File: config.mk
export PLATFORM = sky130hd
export DESIGN_NAME = iscu_unit
export DESIGN_NICKNAME = d
export VERILOG_FILES = /design/src/iscu_pkg.sv /design/src/iscu_unit.sv
export SDC_FILE = /design/constraint.sdc
export NUM_CORES = 1
export LEC_CHECK = 0
export ABC_AREA = 1
export BUFFER_PORTS_ARGS = -buffer_cell sky130_fd_sc_hd__buf_2
export CAP_MARGIN = 15
export CELL_PAD_IN_SITES_DETAIL_PLACEMENT = 0
export CELL_PAD_IN_SITES_GLOBAL_PLACEMENT = 1
export CORE_MARGIN = 10
export CORE_UTILIZATION = 45
export CTS_CLUSTER_DIAMETER = 150
export DETAILED_ROUTE_END_ITERATION = 6
export PLACE_DENSITY_LB_ADDON = 0.1
export SLEW_MARGIN = 20
export SYNTH_ARGS = -nofsm -noshare
export SYNTH_HDL_FRONTEND = slang
export SYNTH_SLANG_ARGS = --single-unit
File: constraint.sdc
create_clock -name mclk_in -period 2.1 [get_ports mclk_in]
set_clock_uncertainty 0.05 [all_clocks]
set_input_delay 0.42 -clock mclk_in [delete_from_list [all_inputs] [get_ports mclk_in]]
set_output_delay 0.42 -clock mclk_in [all_outputs]
set_load 0.05 [all_outputs]
File: src/iscu_pkg.sv
package iscu_pkg;
  // ***********************
  // command codes
  // ***********************
  localparam logic [7:0] CMD_IDLE = 8'he3;
  localparam logic [7:0] CMD_IDLE_IMM = 8'he1;
  localparam logic [7:0] CMD_INIT_GEOM = 8'h91;

  // ***********************
  // timer decode
  // ***********************
  localparam logic [7:0] CNT_SEC_MAX = 8'hf0;
  localparam logic [7:0] CNT_HALFHR_MAX = 8'hfb;
  localparam logic [7:0] CNT_21MIN = 8'hfc;
  localparam logic [7:0] CNT_8HR = 8'hfd;
  localparam logic [7:0] CNT_RSVD = 8'hfe;
  localparam logic [7:0] CNT_21M15S = 8'hff;
  localparam logic [7:0] CNT_HALFHR_BASE = 8'hf0;
  localparam int SEC_PER_UNIT = 5;
  localparam int SEC_PER_HALFHR = 1800;
  localparam int SEC_21MIN = 1260;
  localparam int SEC_8HR = 28800;
  localparam int SEC_21M15S = 1275;
  localparam int SPINDOWN_SEC = 60;

  // ***********************
  // timing
  // ***********************
  localparam int CLK_HZ = 10000000;
  localparam int TICK_PERIOD_S = 1;
  localparam int TICK_CYCLES = CLK_HZ * TICK_PERIOD_S;
  localparam logic [1:0] RESET_MODE = 2'h0;
endpackage : iscu_pkg

File: src/iscu_unit.sv
module iscu_unit #(
  parameter int TICK_CYCLES = iscu_pkg::TICK_CYCLES
) (
  // clock and reset
  input wire logic mclk_in,
  input wire logic resetn_in,
  // task file command (same clock domain)
  input wire logic cmd_wr_in,
  input wire logic [7:0] cmd_code_in,
  input wire logic [7:0] sector_count_in,
  input wire logic [3:0] drive_head_in,
  // spindle
  input wire logic spindle_turning_in,
  // status
  output logic busy_out,
  output logic irq_out,
  output logic spinup_req_out,
  output logic [1:0] power_mode_out,
  output logic standby_enabled_out,
  output logic [7:0] geom_sectors_out,
  output logic [3:0] geom_heads_m1_out
);
  // ***********************
  // types and functions
  // ***********************
  typedef enum logic [1:0] {
    PM_ACTIVE = 2'b00,
    PM_IDLE = 2'b01,
    PM_STANDBY = 2'b10
  } iscu_mode_type;

  function automatic logic [15:0] timeout_sec(input logic [7:0] cnt);
    logic [15:0] r;
    r = 16'h0000;
    if (cnt <= iscu_pkg::CNT_SEC_MAX) begin
      r = 16'(cnt) * 16'(iscu_pkg::SEC_PER_UNIT);
    end else if (cnt <= iscu_pkg::CNT_HALFHR_MAX) begin
      r = 16'(cnt - iscu_pkg::CNT_HALFHR_BASE) * 16'(iscu_pkg::SEC_PER_HALFHR);
    end else if (cnt == iscu_pkg::CNT_21MIN) begin
      r = 16'(iscu_pkg::SEC_21MIN);
    end else if (cnt == iscu_pkg::CNT_8HR) begin
      r = 16'(iscu_pkg::SEC_8HR);
    end else if (cnt == iscu_pkg::CNT_21M15S) begin
      r = 16'(iscu_pkg::SEC_21M15S);
    end else begin
      // reserved code: behave as disabled rather than guess a period
      r = 16'h0000;
    end
    return r;
  endfunction : timeout_sec

  // ***********************
  // registers
  // ***********************
  iscu_mode_type mode_reg, mode_next;
  logic busy_reg, busy_next;
  logic irq_reg, irq_next;
  logic spinup_reg, spinup_next;
  logic geom_pend_reg, geom_pend_next;
  logic [7:0] geom_sec_reg, geom_sec_next;
  logic [3:0] geom_head_reg, geom_head_next;
  logic sb_en_reg, sb_en_next;
  logic [15:0] sb_cnt_reg, sb_cnt_next;
  logic [5:0] spd_cnt_reg, spd_cnt_next;
  logic [23:0] tick_cnt_reg;
  logic tick_reg;

  // ***********************
  // decode
  // ***********************
  // strobes while busy are dropped with no sign; the host waits for busy to clear
  wire logic take_cmd = cmd_wr_in && !busy_reg;
  wire logic is_idle = take_cmd && cmd_code_in == iscu_pkg::CMD_IDLE;
  wire logic is_idle_imm = take_cmd && cmd_code_in == iscu_pkg::CMD_IDLE_IMM;
  wire logic is_geom = take_cmd && cmd_code_in == iscu_pkg::CMD_INIT_GEOM;
  wire logic [15:0] new_timeout = timeout_sec(sector_count_in);
  wire logic enter_idle = is_idle || is_idle_imm;
  wire logic sb_expire = sb_en_reg && tick_reg && sb_cnt_reg == 16'h0001;
  wire logic spd_expire = mode_reg == PM_IDLE && tick_reg && spd_cnt_reg == 6'h01;
  // tick phase is not realigned on a command, so the first second may be short
  wire logic sb_dec = sb_en_reg && tick_reg && sb_cnt_reg != 16'h0000;
  wire logic spd_dec = mode_reg == PM_IDLE && tick_reg && spd_cnt_reg != 6'h00;

  // ***********************
  // one-second tick
  // ***********************
  always_ff @(posedge mclk_in or negedge resetn_in) begin
    if (!resetn_in) begin
      tick_cnt_reg <= 24'h000000;
      tick_reg <= 1'b0;
    end else if (tick_cnt_reg == 24'(TICK_CYCLES - 1)) begin
      tick_cnt_reg <= 24'h000000;
      tick_reg <= 1'b1;
    end else begin
      tick_cnt_reg <= tick_cnt_reg + 24'h000001;
      tick_reg <= 1'b0;
    end
  end

  // ***********************
  // command and power logic
  // ***********************
  always_comb begin
    mode_next = mode_reg;
    busy_next = busy_reg;
    irq_next = 1'b0;
    spinup_next = 1'b0;
    geom_pend_next = 1'b0;
    geom_sec_next = geom_sec_reg;
    geom_head_next = geom_head_reg;
    sb_en_next = sb_en_reg;
    sb_cnt_next = sb_cnt_reg;
    spd_cnt_next = spd_cnt_reg;
    if (sb_dec) begin
      sb_cnt_next = sb_cnt_reg - 16'h0001;
    end
    if (spd_dec) begin
      spd_cnt_next = spd_cnt_reg - 6'h01;
    end
    // whichever timer runs out first wins; both lead only to standby
    if (spd_expire || sb_expire) begin
      mode_next = PM_STANDBY;
    end
    if (geom_pend_reg) begin
      busy_next = 1'b0;
      irq_next = 1'b1;
    end
    if (enter_idle) begin
      mode_next = PM_IDLE;
      busy_next = 1'b0;
      irq_next = 1'b1;
      spinup_next = !spindle_turning_in;
      spd_cnt_next = 6'(iscu_pkg::SPINDOWN_SEC);
    end
    if (is_idle) begin
      sb_en_next = new_timeout != 16'h0000;
      sb_cnt_next = new_timeout;
    end
    if (is_geom) begin
      busy_next = 1'b1;
      geom_pend_next = 1'b1;
      geom_sec_next = sector_count_in;
      geom_head_next = drive_head_in;
    end
  end

  // ***********************
  // state registers
  // ***********************
  always_ff @(posedge mclk_in or negedge resetn_in) begin
    if (!resetn_in) begin
      mode_reg <= PM_ACTIVE;
      busy_reg <= 1'b0;
      irq_reg <= 1'b0;
      spinup_reg <= 1'b0;
      geom_pend_reg <= 1'b0;
    end else begin
      mode_reg <= mode_next;
      busy_reg <= busy_next;
      irq_reg <= irq_next;
      spinup_reg <= spinup_next;
      geom_pend_reg <= geom_pend_next;
    end
  end

  // ***********************
  // geometry store
  // ***********************
  // no range check here: a bad geometry only matters to later media commands
  always_ff @(posedge mclk_in or negedge resetn_in) begin
    if (!resetn_in) begin
      geom_sec_reg <= 8'h00;
      geom_head_reg <= 4'h0;
    end else begin
      geom_sec_reg <= geom_sec_next;
      geom_head_reg <= geom_head_next;
    end
  end

  // ***********************
  // timer registers
  // ***********************
  // enable survives reaching standby; the count halts at zero
  always_ff @(posedge mclk_in or negedge resetn_in) begin
    if (!resetn_in) begin
      sb_en_reg <= 1'b0;
      sb_cnt_reg <= 16'h0000;
      spd_cnt_reg <= 6'h00;
    end else begin
      sb_en_reg <= sb_en_next;
      sb_cnt_reg <= sb_cnt_next;
      spd_cnt_reg <= spd_cnt_next;
    end
  end

  // ***********************
  // outputs
  // ***********************
  assign busy_out = busy_reg;
  assign irq_out = irq_reg;
  assign spinup_req_out = spinup_reg;
  assign power_mode_out = mode_reg;
  assign standby_enabled_out = sb_en_reg;
  assign geom_sectors_out = geom_sec_reg;
  assign geom_heads_m1_out = geom_head_reg;
endmodule : iscu_unit

After elaboration in Yosys (flattened, before gate mapping)
Cells that the tools add are included.
Operators by class
  equal/unequal tests: 10
  $lt $le $gt $ge: 2
  reduce and logical (&&, ||, !) cells: 21
  mux-type cells: 20
  multiply operators: 2
  $add $sub $neg: 4
Operator list (count)
  $mux W16: 4
  $eq A8 B8 Y1 const B: 6
  $reduce_bool A16 Y1: 2
  $mux W15: 2
  $add A24 B1 Y24 const B: 1
  $eq A24 B24 Y1 const B: 1
  $mux W24: 1
  $eq A16 B1 Y1 const B: 1
  $le A8 B8 Y1 const B: 2
  $mul A16 B8 Y13 const B: 1
  $sub A16 B1 Y16 const B: 1
  $mux W6: 2
  $mul A8 B3 Y11 const B: 1
  $mux W11: 1
  $logic_and A1 B1 Y1: 10
  $sub A8 B8 Y9 const B: 1
  $mux W1: 8
  $eq A6 B1 Y1 const B: 1
  $reduce_bool A2 Y1: 3
  $reduce_bool A6 Y1: 1
  $sub A6 B1 Y6 const B: 1
  $mux W2: 2
  $reduce_bool A3 Y1: 1
  $eq A2 B1 Y1 const B: 1
  other kinds (2): 4
Storage, ports and cells
  output and inout port bits: 18
  bits in registers: 66
  input port bits: 24
  word-level logic and storage cells: 71

Longest topological paths before layout
Gate-level depths: netlist of run 1.
  depth in word-level cells: 7
  depth in mapped cells: 21
  mapped depth without buffers: 21

Least setup slack after synthesis of run 1
Ideal clock, no wire load.
  path type: input to register
  from: in sector_count_in[1]
  to: reg sb_en_reg (netlist: standby_enabled_out)
  arrival: 3.321 ns
  setup slack: -1.387 ns
  buffers on the path: 0
  setup time: 0.115 ns
  stages on the path: 18
  required time: 1.935 ns
  cells stage by stage: inv_1 > fa_1 > inv_1 > ha_1 > fa_1 > ha_1 > inv_1 > fa_1 > inv_1 > nand3_1 > nand3_1 > nand3_1 > nand2_1 > nand3_1 > nor3_2 > nand3_1 > nor2_1 > nor2_1
On the way
  cells in the longest elaborated chain, start to end: 7
  elaborated cells on any way between the ends: 14
  those cells by class: 1 x add/sub; 2 x mul; 2 x order compare; 3 x eq/ne; 5 x mux; 1 x reduce/logical
RTL lines
  from (decl): line iscu_unit.sv:10  | input wire logic [7:0] sector_count_in,
  parallel branches: the longest is 5 deep, another holds $mul A16 B8 Y13
  $mux W16 *: line iscu_unit.sv:35  | if (cnt <= iscu_pkg::CNT_SEC_MAX) begin
  $reduce_bool A16 Y1 *: line iscu_unit.sv:136  | sb_en_next = new_timeout != 16'h0000;
  to (signal assigned): line iscu_unit.sv:190  | sb_en_reg <= sb_en_next;
  to (decl): line iscu_unit.sv:62  | logic sb_en_reg, sb_en_next;
Mark *: on every way between the ends.
A chain may end at the register's enable or synchronous reset.

Worst setup path after layout of run 1
Same ends and word-level chain as after synthesis.

==> metrics.txt, run 1 <==
run status=complete, but fails checks; failing checks=setup timing; Longest Clk Path Bufs=2; pin count of the biggest net entering global routing=67; CP max stage delay=0.54 ns; Top cell by count, worst path=nand3_2; GR Overflow Total=0; Synth-to-Final Area Change=37.8%; crit-path max FO=3; post-synthesis cell area=5150 µm²; Worst Path Required=2.28 ns; CTS buffer count=9; Synth Area per Inst=7.76 µm²; Final period util=148%; Worst Reg-to-Reg Cells=12; RSZ-0062 raised after global routing=yes; overall power=4.55 mW; share of post-route cells with drive strength above 1=33.8%; drt wl/cell=14.4 µm; H-Tree Depth=3; vias in the first global route=4955; number of remaining DRC errors=0; CP Cell Sequence=buf_12 -> inv_12 -> fa_1 -> inv_2 -> ha_4 -> fa_2 -> ha_4 -> inv_2 -> fa_2 -> inv_2 -> nand3_2 -> nand3_2 -> nand3_2 -> nand2_1 -> nand3_2 -> nor3_2 -> nand3_1 -> nor2_1 -> nor2_1; Max Slew Vio Count=0; cell count after synthesis=663; worst min path class=primary input to asynchronous set/reset pin; switching pwr=1.46 mW; FF-to-FF End=sb_cnt_reg[14]; #FFs+latches synth=66; RePlAce Congestion=0.869; Clock Power Share=33.5%; layout filler cell count=954; leakage=3.59 nW; gr usage total=17.0%; maxcap violations=0; Max Clock Freq=323 MHz; Placement Setup Slack=-1.47 ns; clock-pin slew on the worst setup and hold paths=0.06 ns; critical path class=primary input to register; Syn Nets=739; slowest CP cell=fa_1; setup ws final=-0.998 ns; Final Critical Period=3.10 ns; via count=4916; sequential power share=29.5%; post-synthesis sequential area ratio=32.1%; CP Capture Type=register; GR Util met2=27.9%; # port buffers=41; Via density=5.17; Worst-Margin Slew=0.651 ns; register area=1650 µm²; unique cell type count in the Yosys netlist=46; setup violators final=8; Crit Reg-Reg Startpoint=sb_cnt_reg[1]; GR Layer Usage met1=21.5%; clk sinks=66; DIE WIDTH=127 µm; synthesis warning total=0; 1st-iter DRT viols=260; post-route ant nets=0; area of the multi-input gates=3540 µm²; root buffer cell=clkbuf_16; max reg flops=24; first-pass GRT wire length=23000 µm; Die Area=16100 µm²; sw frac=32.0%; worst vdd ir=0.000678 V; initial antenna violation count=0; CTS hold repair buffers=0; final wirelength=13700 µm; TritonRoute pass-1 iters=5; IO Pins=42; Antenna Cells=0; max_slew headroom=56.5%; TritonCTS clock tree=built; Core Region=11000 µm²; share of total power in combinational logic=37.0%; Arrival @ worst endpoint=3.28 ns; nets@finish=882; Pint=3.10 mW; worst path bufs/invs=5; Fin. Hold Viols=0; CP startpoint kind=primary input; R2R Setup Slk=0.13 ns; # rows=38; post-DP HPWL=10400 µm; Clk Latency, worst-skew pair=0.34 ns; CP top delay family=adder cells; GRT Max-Usage Layer=met2; Die Y=127 µm; M3 GR Usage=4.21%; PwrDens=642 nW/µm²; Initial Util=46.7%
-- kinds of logic after synthesis --
family                     count (synthesis)  share of synthesized area (%)
muxes                                      1                          0.195
buffers and inverters                    110                           8.41
xor gates and xnor gates                  21                           3.57
AOI/OAI and AO/OA                         78                           8.68
and+or+nand+nor                          335                           33.1
adders and majority gates                 52                           14.0
DFF                                       66                           32.1
-- worst register-to-register path: stages, from the launching register on --
cell	delay, ns
dfrtp_1	0.41
inv_2	0.08
ha_2	0.17
nand2_1	0.09
nor2_2	0.17
nand2_2	0.09
inv_2	0.10
a21oi_4	0.09
nor2_4	0.16
clkinvlp_4	0.12
buf_4	0.16
o22ai_1	0.12
nor2_1	0.06
-- power groups by stage --
stage / logic [mW] / registers (mW) / clock network (mW)
after floorplan: 0.810 / 1.41 / 0
after global placement: 1.29 / 1.37 / 0
after detailed placement: 1.32 / 1.37 / 0
after CTS: 1.50 / 1.34 / 1.57
after global routing: 1.86 / 1.35 / 1.62
final: 1.68 / 1.34 / 1.52
-- worst max-delay path by stage --
stage	endpoint	start	slack (ns)	cells after the start
floorplan	standby_enabled_out	sector_count_in[1]	-1.15	18
global placement	standby_enabled_out	sector_count_in[1]	-1.48	19
detailed placement	standby_enabled_out	sector_count_in[1]	-1.47	19
CTS	standby_enabled_out	sector_count_in[1]	-0.99	19
global route	standby_enabled_out	sector_count_in[1]	-1.23	19
finish	standby_enabled_out	sector_count_in[1]	-1.0	19
-- repair_timing --
item | in CTS | in global routing
pin swaps | 18 | 33
endpoints found under the setup margin | 13 | 16
buffers inserted | 0 | 12
resized for setup | 48 | 49
-- synth_stat cells (all sizes together) --
cell	number	area (µm²)
inv	104	390
o21a	2	15.0
or2	9	56.3
o31ai	1	7.51
o21ai	33	165
nand3b	7	65.1
nor2	61	292
a21oi	27	150
xnor2	5	43.8
xor2	16	140
fa	9	180
nand2	154	606
nand3	62	353
nor3b	1	7.51
buf	4	35.0
a31oi	2	12.5
o211ai	7	52.6
dfrtp	66	1650
mux2i	1	10.0
o221ai	2	17.5
a211oi	1	7.51
o22ai	3	18.8
ha	43	538
clkbuf	2	7.51
nand4	16	143
nor4	6	43.8
nor3	19	138
-- cell type report --
| cell class | count | area share, % |
|---|---|---|
| clock buffer | 10 | 3.37 |
| inverter | 104 | 5.73 |
| tap | 140 | 2.47 |
| sequential | 66 | 23.3 |
| timing repair buffer | 138 | 14.3 |
| clock inverter | 6 | 0.935 |
| multi-input combinational | 487 | 49.9 |
-- placed cells by master (no fill, tap or decap), types with 8 or more instances in the layout --
cell type  Yosys  final
xor2_1        16     16
nor2_1        52     48
a21oi_2        1      8
nor3_1        13     13
ha_1          43     18
a21oi_1       25     17
buf_4          1     90
dfrtp_1       66     66
nor2_4         8     11
nand2_2        2      9
o21ai_0       32     22
ha_4           0     23
inv_1        101     91
o21ai_1        1      9
buf_2          1     37
nand4_1       12     12
clkbuf_16      0      9
nand3_2        6     16
nand2_1      149    140
inv_2          3     11
nand3_1       55     44
-- per-layer routing --
layer | routed length, µm | part of all wire [%]
met1 | 6280 | 46
met2 | 6620 | 48
met3 | 576 | 4.2
met4 | 201 | 1.5
met5 | 0 | 0
-- through the flow --
| stage | cell area (µm²) | setup TNS (ns) | cells | hold slack [ns] | utilization, % |
|---|---|---|---|---|---|
| detailed placement | 6230 | -13.35 | 925 | 0.390 | 56.5 |
| global route | 7090 | -6.72 | 951 | 0.0595 | 64.3 |
| global placement | 6230 | -12.90 | 925 | 0.384 | 56.5 |
| floorplan | 5230 | -6.01 | 663 | 0.0744 | - |
| finish | 7090 | -5.74 | 951 | 0.0251 | 64.3 |
| CTS | 6750 | -5.67 | 941 | 0.0449 | 61.2 |
(Power assumes the default switching activity.)
==> run 2: changes to the inputs <==
--- a/config.mk
+++ b/config.mk
@@ -14,6 +14,7 @@
 export CORE_UTILIZATION = 45
 export CTS_CLUSTER_DIAMETER = 150
 export DETAILED_ROUTE_END_ITERATION = 6
+export GPL_TIMING_DRIVEN = 0
 export PLACE_DENSITY_LB_ADDON = 0.1
 export SLEW_MARGIN = 20
 export SYNTH_ARGS = -nofsm -noshare
==> run 2 against run 1 <==
Against the previous run:
- the flow finishes with violations (hold timing, setup timing)
- core utilization down 5.2 points
- maximum frequency down 3.0%
- cell area down 8.1%
- flip-flop and latch count unchanged
- critical path type unchanged
==> metrics.txt, run 2 (same netlist as run 1, synthesis figures left out) <==
Max Used Layer=met4; Worst Path Required=2.27 ns; Core Region=11000 µm²; pin count of the biggest net entering global routing=38; leakage=3.27 nW; DIE WIDTH=127 µm; vias in the first global route=4554; worst vdd ir=0.000632 V; maxcap violations=0; Util after Layout=59.1%; initial antenna violation count=0; nets@finish=817; CP top delay family=adder cells; met2 routed WL=6020 µm; CTS buffer count=9; critical path class=primary input to register; Worst-Margin Slew=0.991 ns; Longest Clk Path Bufs=2; max reg flops=24; post-route ant nets=0; final wirelength=13100 µm; Finished Layout Cells=886; GR Overflow Total=0; first-pass GRT wire length=22200 µm; drt wl/cell=14.8 µm; RePlAce Congestion=0.825; most frequent cells in the layout=142 x nand2_1, 92 x inv_1, 65 x dfrtp_1; number of remaining DRC errors=0; Clk Latency, worst-skew pair=0.33 ns; CP Capture Type=register; root buffer cell=clkbuf_16; failing checks=hold timing, setup timing; via count=4677; CP max stage delay=0.58 ns; Final period util=152%; Initial Util=46.7%; PwrDens=694 nW/µm²; CP startpoint kind=primary input; # rows=38; Arrival @ worst endpoint=3.37 ns; IO Pins=42; Die Area=16100 µm²; worst path bufs/invs=4; metal1 wirelength=6450 µm; worst min path class=primary input to asynchronous set/reset pin; Antenna Cells=0; run status=complete, but fails checks; post-DP HPWL=9940 µm; RSZ-0062 raised after global routing=yes; slowest CP cell=fa_1; CP Cell Sequence=buf_12 -> inv_6 -> fa_1 -> ha_4 -> fa_2 -> ha_4 -> ha_4 -> buf_4 -> inv_1 -> nor2_1 -> o21ai_1 -> nand3_1 -> nand3_2 -> nor3_2 -> nand3_1 -> nor2_2 -> nor2_1; clk sinks=66; Placed Cells=845; # port buffers=41; gr usage total=16.5%; crit-path max FO=6; overall power=4.52 mW; most common cell after layout, fill and taps aside=nand2_1; worst hold slack=-0.00550 ns; setup ws final=-1.09 ns; Fin. Hold Viols=6; Placement Setup Slack=-1.79 ns; TritonCTS clock tree=built; Synth-to-Final Area Change=26.6%; Max Slew Vio Count=0; Die Y=127 µm; Top cell by count, worst path=ha_4; Final Critical Period=3.19 ns; setup violators final=7; share of post-route cells with drive strength above 1=26.4%; max_slew headroom=33.4%; Via density=5.28; TritonRoute pass-1 iters=5; clock-pin slew on the worst setup and hold paths=0.06 ns; 1st-iter DRT viols=225; H-Tree Depth=3; Max Clock Freq=313 MHz; wire length on met3=494 µm
run 2: path summary, 6_finish.rpt:
kind                            slack, ns                   to                from  cells after the start
worst max-delay path                -1.09  standby_enabled_out  sector_count_in[4]                     17
worst min register to register       0.40              irq_out       geom_pend_reg                      2
max in group asynchronous            1.45        sb_cnt_reg[0]           resetn_in                      2
worst max register to register       0.12       sb_cnt_reg[14]       sb_cnt_reg[0]                     12
min in group mclk_in                 0.18       spinup_req_out  spindle_turning_in                      2
worst min-delay path               -0.005       sb_cnt_reg[11]           resetn_in                      1
run 2: power by group:
group | switching, mW | internal [mW] | leakage (nW) | total, mW
sequential | 0.0333 | 1.31 | 0.843 | 1.35
combinational | 0.835 | 0.808 | 2.28 | 1.64
clock | 0.582 | 0.953 | 0.149 | 1.54
total | 1.45 | 3.07 | 3.27 | 4.52
run 2: metrics by stage:
step                      setup TNS [ns]  instance area [µm²]  hold slack (ns)
final                              -5.87                 6520         -0.00550
after global routing               -6.78                 6520           0.0325
after CTS                          -5.96                 6250           0.0126
after detailed placement          -12.39                 5630            0.378
after global placement            -11.95                 5610            0.381
after floorplan                    -6.01                 5230           0.0744
run 2: worst reg2reg max path, delay by kind of cell (launching register included):
kind            cells  cell delay [ns]
compound gates      2             0.22
fa+ha+maj           1             0.17
buf+inv             4             0.46
flops               1             0.43
simple gates        5             0.55
run 2: final cells by class:
class,instances,area (µm²)
Buffer,6,42.5
Clock buffer,10,239
Clock inverter,6,65.1
Fill cell,1005,4510
Inverter,104,418
Multi-Input combinational cell,487,3430
Sequential cell,66,1650
Tap cell,140,175
Timing Repair Buffer,67,495
run 2: metal layers:
metal	GRT usage (%)	vias to the layer above
met1	22.0	2234
met3	3.25	15
li1	-	2337
met4	5.43	0
met2	26.2	91
met5	0	-
run 2: what timing repair did:
item	4_1_cts	5_1_grt
endpoints found under the hold margin	0	0
setup endpoints to repair	11	23
setup buffers	12	15
cloned	0	0
pin swaps	21	27
resized for setup	51	36
hold buffers	0	0
